--- config.mk ---
export PLATFORM = sky130hd
export DESIGN_NAME = tmccg_timer
export DESIGN_NICKNAME = d
export VERILOG_FILES = /design/src/verilog/tmccg_pkg.sv /design/src/verilog/tmccg_timer.sv
export SDC_FILE = /design/constraint.sdc
export NUM_CORES = 1
export LEC_CHECK = 0
export ABC_AREA = 1
export BUFFER_PORTS_ARGS = -buffer_cell sky130_fd_sc_hd__buf_4
export CORE_ASPECT_RATIO = 0.8
export CORE_MARGIN = 3
export CORE_UTILIZATION = 55
export CTS_CLUSTER_DIAMETER = 100
export DETAILED_ROUTE_END_ITERATION = 12
export GPL_ROUTABILITY_DRIVEN = 0
export HOLD_SLACK_MARGIN = 0.1
export PLACE_DENSITY = 0.73
export SYNTH_ARGS = -nofsm -noshare
export SYNTH_HDL_FRONTEND = slang
export SYNTH_SLANG_ARGS = --single-unit
--- constraint.sdc ---
create_clock -name sys_clk -period 5.68 [get_ports sys_clk]
set_clock_uncertainty 0.15 [all_clocks]
set_input_delay 0.852 -clock sys_clk [delete_from_list [all_inputs] [get_ports sys_clk]]
set_output_delay 0.852 -clock sys_clk [all_outputs]
set_load 0.01 [all_outputs]
--- src/verilog/tmccg_pkg.sv ---
package tmccg_pkg;
    localparam logic [2:0] ADDR_CNT_HI = 3'h0;
    localparam logic [2:0] ADDR_CNT_LO = 3'h1;
    localparam logic [2:0] ADDR_RLD_HI = 3'h2;
    localparam logic [2:0] ADDR_RLD_LO = 3'h3;
    localparam logic [2:0] ADDR_CAP_HI = 3'h4;
    localparam logic [2:0] ADDR_CAP_LO = 3'h5;
    localparam logic [2:0] ADDR_CTL = 3'h7;
    localparam int ADDR_LSB = 2;
    localparam int CTL_RUN = 7;
    localparam int CTL_POL = 6;
    localparam int CTL_PRES_LO = 3;
    localparam int CTL_OUTEN = 3;
    localparam logic [15:0] CNT_RESET = 16'h0001;
    localparam logic [15:0] CNT_ONE = 16'h0001;
    localparam logic [15:0] RLD_RESET = 16'hffff;
    localparam logic [15:0] CAP_RESET = 16'h0000;
    localparam logic [7:0] CTL_RESET = 8'h00;
    typedef enum logic [2:0] {
        MODE_CAPTURE = 3'h4,
        MODE_COMPARE = 3'h5,
        MODE_GATED = 3'h6,
        MODE_CAPCMP = 3'h7,
        MODE_OTHER = 3'h0
    } tmccg_mode_t;
    typedef enum logic [1:0] {
        ST_IDLE = 2'b01,
        ST_RUN = 2'b10
    } tmccg_state_t;
endpackage

--- src/verilog/tmccg_timer.sv ---
`timescale 1ns/10ps
`default_nettype none
module tmccg_timer #(
    parameter int PRES_BITS = 3
) (
    input wire logic sys_clk,
    input wire logic rst_n,
    input wire logic wb_cyc_i,
    input wire logic wb_stb_i,
    input wire logic wb_we_i,
    input wire logic [4:0] wb_adr_i,
    input wire logic [3:0] wb_sel_i,
    input wire logic [31:0] wb_dat_i,
    output logic [31:0] wb_dat_o,
    output logic wb_ack_o,
    input wire logic timer_in,
    output logic timer_out,
    output logic timer_out_en,
    output logic timer_irq
);
    import tmccg_pkg::*;

    if (PRES_BITS != 3) begin : g_pres_check
        $error("PRES_BITS must be 3");
    end

    // ==========================================================
    // Bus decode
    // ==========================================================
    logic [7:0] ctl_q, ctl_d;
    logic [15:0] cnt_q, cnt_d, rld_q, cap_q, cap_d;
    logic [7:0] rld_hold_q, lo_hold_q;
    logic [6:0] pres_q;
    logic [1:0] sync_q;
    logic in_prev_q;
    tmccg_state_t st_q, st_d;
    logic out_q, out_d, irq_q, irq_d, ack_q;
    logic [31:0] rdat_q;

    wire logic acc = wb_cyc_i & wb_stb_i & ~ack_q;
    wire logic [2:0] idx = wb_adr_i[4:ADDR_LSB];
    wire logic wr = acc & wb_we_i & wb_sel_i[0];
    wire logic rd = acc & ~wb_we_i;
    wire logic run = ctl_q[CTL_RUN];
    wire logic pol = ctl_q[CTL_POL];
    wire logic [2:0] pres_sel = ctl_q[5:CTL_PRES_LO];
    wire tmccg_mode_t mode = tmccg_mode_t'(ctl_q[2:0]);
    wire logic [7:0] wbyte = wb_dat_i[7:0];

    // ==========================================================
    // Prescaler and input sampling
    // ==========================================================
    wire logic [6:0] pres_max = 7'((8'h01 << pres_sel) - 8'h01);
    wire logic tick = run & (pres_q >= pres_max);
    wire logic in_s = sync_q[1];
    wire logic in_act = in_s ~^ pol;
    wire logic sel_edge = (in_s != in_prev_q) & in_act;
    wire logic gate_off = (in_s != in_prev_q) & ~in_act;
    wire logic at_rld = (cnt_q == rld_q);

    always_ff @(posedge sys_clk or negedge rst_n) begin
        if (!rst_n) begin
            pres_q <= 7'h00;
            sync_q <= 2'b00;
            in_prev_q <= 1'b0;
        end else begin
            pres_q <= (!run || tick) ? 7'h00 : 7'(pres_q + 7'h01);
            sync_q <= {sync_q[0], timer_in};
            in_prev_q <= sync_q[1];
        end
    end

    // ==========================================================
    // Counter engine
    // ==========================================================
    always_comb begin
        cnt_d = cnt_q;
        cap_d = cap_q;
        st_d = st_q;
        out_d = out_q;
        irq_d = 1'b0;
        if (!run) begin
            st_d = ST_IDLE;
            out_d = pol;
        end else begin
            case (mode)
                MODE_CAPTURE: begin
                    if (sel_edge) begin
                        cap_d = cnt_q;
                        irq_d = 1'b1;
                    end
                    if (tick) begin
                        if (at_rld) begin
                            irq_d = 1'b1;
                        end
                        cnt_d = 16'(cnt_q + 16'h0001);
                    end
                end
                MODE_COMPARE: begin
                    if (tick) begin
                        if (at_rld) begin
                            irq_d = 1'b1;
                            out_d = ~out_q;
                        end
                        cnt_d = 16'(cnt_q + 16'h0001);
                    end
                end
                MODE_GATED: begin
                    if (gate_off) begin
                        irq_d = 1'b1;
                    end
                    if (tick && in_act) begin
                        if (at_rld) begin
                            irq_d = 1'b1;
                            cnt_d = CNT_ONE;
                            out_d = ~out_q;
                        end else begin
                            cnt_d = 16'(cnt_q + 16'h0001);
                        end
                    end
                end
                MODE_CAPCMP: begin
                    case (st_q)
                        ST_IDLE: begin
                            if (sel_edge) begin
                                st_d = ST_RUN;
                            end
                        end
                        ST_RUN: begin
                            if (sel_edge) begin
                                cap_d = cnt_q;
                                cnt_d = CNT_ONE;
                                irq_d = 1'b1;
                            end else if (tick) begin
                                if (at_rld) begin
                                    cnt_d = CNT_ONE;
                                    irq_d = 1'b1;
                                    out_d = ~out_q;
                                end else begin
                                    cnt_d = 16'(cnt_q + 16'h0001);
                                end
                            end
                        end
                        default: st_d = ST_IDLE;
                    endcase
                end
                default: begin
                    if (tick) begin
                        cnt_d = at_rld ? CNT_ONE : 16'(cnt_q + 16'h0001);
                        irq_d = at_rld;
                        out_d = at_rld ? ~out_q : out_q;
                    end
                end
            endcase
        end
        // Software byte writes land at the next edge
        if (wr && idx == ADDR_CNT_HI) begin
            cnt_d[15:8] = wbyte;
        end
        if (wr && idx == ADDR_CNT_LO) begin
            cnt_d[7:0] = wbyte;
        end
        if (wr && idx == ADDR_CAP_HI) begin
            cap_d[15:8] = wbyte;
        end
        if (wr && idx == ADDR_CAP_LO) begin
            cap_d[7:0] = wbyte;
        end
    end

    always_comb begin
        ctl_d = ctl_q;
        if (wr && idx == ADDR_CTL) begin
            ctl_d = wbyte;
        end
    end

    always_ff @(posedge sys_clk or negedge rst_n) begin
        if (!rst_n) begin
            cnt_q <= CNT_RESET;
            cap_q <= CAP_RESET;
            ctl_q <= CTL_RESET;
            st_q <= ST_IDLE;
            out_q <= 1'b0;
            irq_q <= 1'b0;
        end else begin
            cnt_q <= cnt_d;
            cap_q <= cap_d;
            ctl_q <= ctl_d;
            st_q <= st_d;
            out_q <= out_d;
            irq_q <= irq_d;
        end
    end

    // ==========================================================
    // Reload pair and count read latch
    // ==========================================================
    always_ff @(posedge sys_clk or negedge rst_n) begin
        if (!rst_n) begin
            rld_q <= RLD_RESET;
            rld_hold_q <= RLD_RESET[15:8];
            lo_hold_q <= 8'h00;
        end else begin
            if (wr && idx == ADDR_RLD_HI) begin
                rld_hold_q <= wbyte;
            end
            if (wr && idx == ADDR_RLD_LO) begin
                rld_q <= {rld_hold_q, wbyte};
            end
            if (rd && idx == ADDR_CNT_HI && run) begin
                lo_hold_q <= cnt_q[7:0];
            end
        end
    end

    wire logic [7:0] cnt_lo_rd = run ? lo_hold_q : cnt_q[7:0];
    logic [7:0] rsel;
    always_comb begin
        case (idx)
            ADDR_CNT_HI: rsel = cnt_q[15:8];
            ADDR_CNT_LO: rsel = cnt_lo_rd;
            ADDR_RLD_HI: rsel = rld_q[15:8];
            ADDR_RLD_LO: rsel = rld_q[7:0];
            ADDR_CAP_HI: rsel = cap_q[15:8];
            ADDR_CAP_LO: rsel = cap_q[7:0];
            ADDR_CTL: rsel = ctl_q;
            default: rsel = 8'h00;
        endcase
    end

    // ==========================================================
    // Bus answer and pins
    // ==========================================================
    always_ff @(posedge sys_clk or negedge rst_n) begin
        if (!rst_n) begin
            ack_q <= 1'b0;
            rdat_q <= 32'h00000000;
            timer_out <= 1'b0;
            timer_out_en <= 1'b0;
        end else begin
            ack_q <= acc;
            rdat_q <= rd ? {24'h000000, rsel} : 32'h00000000;
            timer_out <= out_d;
            timer_out_en <= ctl_d[CTL_OUTEN] & ctl_d[CTL_RUN];
        end
    end

    assign wb_ack_o = ack_q;
    assign wb_dat_o = rdat_q;
    assign timer_irq = irq_q;
endmodule
`default_nettype wire
==> reports/metrics.cfg <==
[setup_path]
cp_slowest_cell = dfrtp_1
reg2regPathDepth = 17
critical_path.cell_chain = nor2_1 > nand2_1 > ha_1 > inv_1 > nand2_1 > nand2_1 > nand2_1 > nand2_1 > a21oi_2 > nand2_1 > nand2_1 > nand2_2 > nand2_2 > inv_2 > nor2_1 > nand2_1 > nand2_1
cp-end-kind = flip-flop
cp_top_family = simple AND/OR/NAND/NOR gates
path_buf_inv = 2
start_kind = flip-flop
slowest_delay_ns = 0.48
path_max_fanout = 11
required_ns = 5.82
cp-endpoint = cnt_q[15]
regToRegSetupSlack_ns = 2.87
r2r_end = cnt_q[15]
path_common_cell = nand2_1
setup.worst_path.start = ctl_q[4]
rr_startpoint = ctl_q[4]
cp.depth = 17
arrival_ns = 2.96
critPathKind = flip-flop to flip-flop

[global_route]
grt_pass1_wl_um = 25700
track_usage_pct = 27.8
use_met2_pct = 39.7
grt.busiest_layer = met1
grt_pass1_vias = 4891
grtUsageMet1_pct = 40.9
grt_antenna_before_repair = 0
grt_overflow = 0
grt_use_met3_pct = 7.57
grt_max_degree = 62

[floorplan]
core_area_mm2 = 0.0104
dieArea_mm2 = 0.0120
initial_utilization_pct = 56.9
pin_count = 83
placementRows = 33
die_x_um = 122
die_h_um = 98.6

[finish]
nNetsFinal = 880
area_delta_synth_final_pct = 7.57
postLayoutCoreUtil_pct = 61.2
antenna_cells = 0
drive_above_1_share_pct = 15.2

[pwr]
p_int_uw = 1510
switchingPower_uw = 1080
p_per_area_mw_per_mm2 = 409
p_comb_share_pct = 36.0
ir_worst_vdd_uv = 202
leakagePower_uw = 0.00318
swShare_pct = 41.7
p_clk_share_pct = 22.0
seq_power_share_pct = 42.1

[detailed_routing]
drc = 0
drtIter0Drc = 614
wl_per_cell_um = 16.3
viasPerCell = 5.51
ant_nets = 0
vias = 5343
drt-pass1-iter-count = 5
wirelength_um = 15800

[logic_synthesis]
synth.top_cell.area_share_pct = 29.7
ys_types = 42
seq_area_frac_synth_pct = 41.3
synth_edf_count = 0
synth.largest_area_cell = dfrtp_1
syn_area_mm2 = 0.00590
synth_warnings = 0
synth-seq-cells = 96
synth_cells = 806
synthTopCellsByArea = dfrtp_1 (30%), nand2_1 (14%), dfstp_2 (12%)
ys_async_sr_fraction_pct = 100
syn_avg_cell_area_um2 = 7.32
synthFlopType = dfrtp_1

[min_path]
hold_path_class = flip-flop to flip-flop

[timing]
min_period_ns = 2.81
min_period_over_period_pct = 49.5
finalSetupTns_ns = 0
finalWorstSetupSlack_ns = 2.87
rsz0062_at_grt = no
setup_viol = 0
relSlewSlack_pct = 28.5
fmax_mhz = 355
drv_slew = 0
tightest_slew_ns = 1.07
hold_viol = 0

[clock_network]
root_buffer = clkbuf_16
htreeDepth = 3
cts_buffers = 9
cts_buffer_depth = 2
post_cts_buffers = 0
clk_latency_ns = 0.35
clock-sinks = 96
cts_tree = yes
cts_hold_buf = 0
path_clk_slew_ns = 0.07
post_cts_resized = 0

[status]
outcome = finished clean

[place]
io_buffers = 29
dp_worst_setup_slack_ns = 2.58
dp_hpwl_um = 11700

[job]
maxCapViolations = 0

## cell usage after synthesis, types with 3 or more instances
library cell	number
a21oi_1	35
a21oi_2	3
a221oi_1	7
a31oi_1	8
buf_2	10
buf_4	30
clkbuf_1	4
dfrtp_1	70
dfstp_2	26
ha_1	9
inv_1	85
inv_2	26
nand2_1	225
nand2_2	12
nand3_1	43
nor2_1	70
nor2_4	4
nor3_1	7
nor3_4	3
o211ai_1	7
o21ai_0	53
o21ai_1	21
o22ai_1	7
xor2_1	14
## worst min-delay path by stage
stage | startpoint | cells after the start | end | slack [ns]
after detailed placement | sync_q[0] | 0 | sync_q[1] | 0.19
final | sync_q[0] | 0 | sync_q[1] | 0.21
after global placement | sync_q[0] | 0 | sync_q[1] | 0.18
after floorplan | sync_q[0] | 0 | sync_q[1] | 0.18
after CTS | sync_q[0] | 0 | sync_q[1] | 0.21
after global routing | sync_q[0] | 0 | sync_q[1] | 0.22
## final cells by class
type / instances / area [um^2]
Fill cell: 969 / 4020
Multi-Input combinational cell: 575 / 2820
Sequential cell: 96 / 2430
Inverter: 112 / 420
Clock buffer: 10 / 229
Timing Repair Buffer: 30 / 225
Tap cell: 140 / 175
Clock inverter: 6 / 43.8
## through the flow
| step | hold WS (ns) | total power (uW) | cells | instance area (um^2) |
|---|---|---|---|---|
| finish | 0.206 | 2600 | 969 | 6350 |
| global route | 0.220 | 2800 | 969 | 6350 |
| CTS | 0.206 | 2580 | 969 | 6350 |
| detailed placement | 0.192 | 2010 | 953 | 6070 |
| global placement | 0.184 | 1970 | 953 | 6070 |
| floorplan | 0.181 | 1770 | 829 | 5990 |
## logic make-up after synthesis
kind of cell,after synthesis,share of synthesized area (%)
AOI/OAI and AO/OA,150,14.5
xor gates and xnor gates,15,2.23
adders and majority gates,9,1.91
buffers and inverters,158,12.4
DFF,96,41.3
other,1,0.0636
and+or+nand+nor,377,27.7
## metal layers
metal	share of wire, %	wire length (um)
met1	44	6950
met2	42	6610
met3	12	1850
met4	2.5	397
met5	0	0
## power by group through the flow
stage | combinational, uW | clock, uW | sequential [uW]
final | 934 | 570 | 1090
after global routing | 1080 | 611 | 1110
after CTS | 919 | 577 | 1080
after detailed placement | 914 | 0 | 1100
after global placement | 886 | 0 | 1090
after floorplan | 757 | 0 | 1010
## registers in the layout, indices dropped and copies added (netlist names), 7 cells and up
register	count
rld_hold_q	8
lo_hold_q	8
wb_dat_o	8
cap_q	16
cnt_q	16
rld_q	16
pres_q	7
ctl_q	8
## cell usage in the layout (no fill, tap or decap), types with 9 or more instances in the layout
| cell | Yosys | final |
|---|---|---|
| nand2_1 | 225 | 225 |
| inv_1 | 85 | 85 |
| nor2_1 | 70 | 70 |
| dfrtp_1 | 70 | 70 |
| o21ai_0 | 53 | 53 |
| nand3_1 | 43 | 43 |
| a21oi_1 | 35 | 35 |
| buf_4 | 30 | 30 |
| inv_2 | 26 | 26 |
| dfstp_2 | 26 | 26 |
| conb_1 | 1 | 24 |
| o21ai_1 | 21 | 21 |
| xor2_1 | 14 | 14 |
| nand2_2 | 12 | 12 |
| ha_1 | 9 | 9 |
| clkbuf_16 | 0 | 9 |
## worst register-to-register path, cell delays in order, from the launching register on
cell and delay, ns:
dfrtp_1 0.48, nor2_1 0.19, nand2_1 0.08, ha_1 0.27
inv_1 0.04, nand2_1 0.05, nand2_1 0.06, nand2_1 0.07
nand2_1 0.10, a21oi_2 0.32, nand2_1 0.12, nand2_1 0.14
nand2_2 0.19, nand2_2 0.21, inv_2 0.09, nor2_1 0.09
nand2_1 0.06, nand2_1 0.05
No activity file was read; power rests on OpenSTA's default activity.
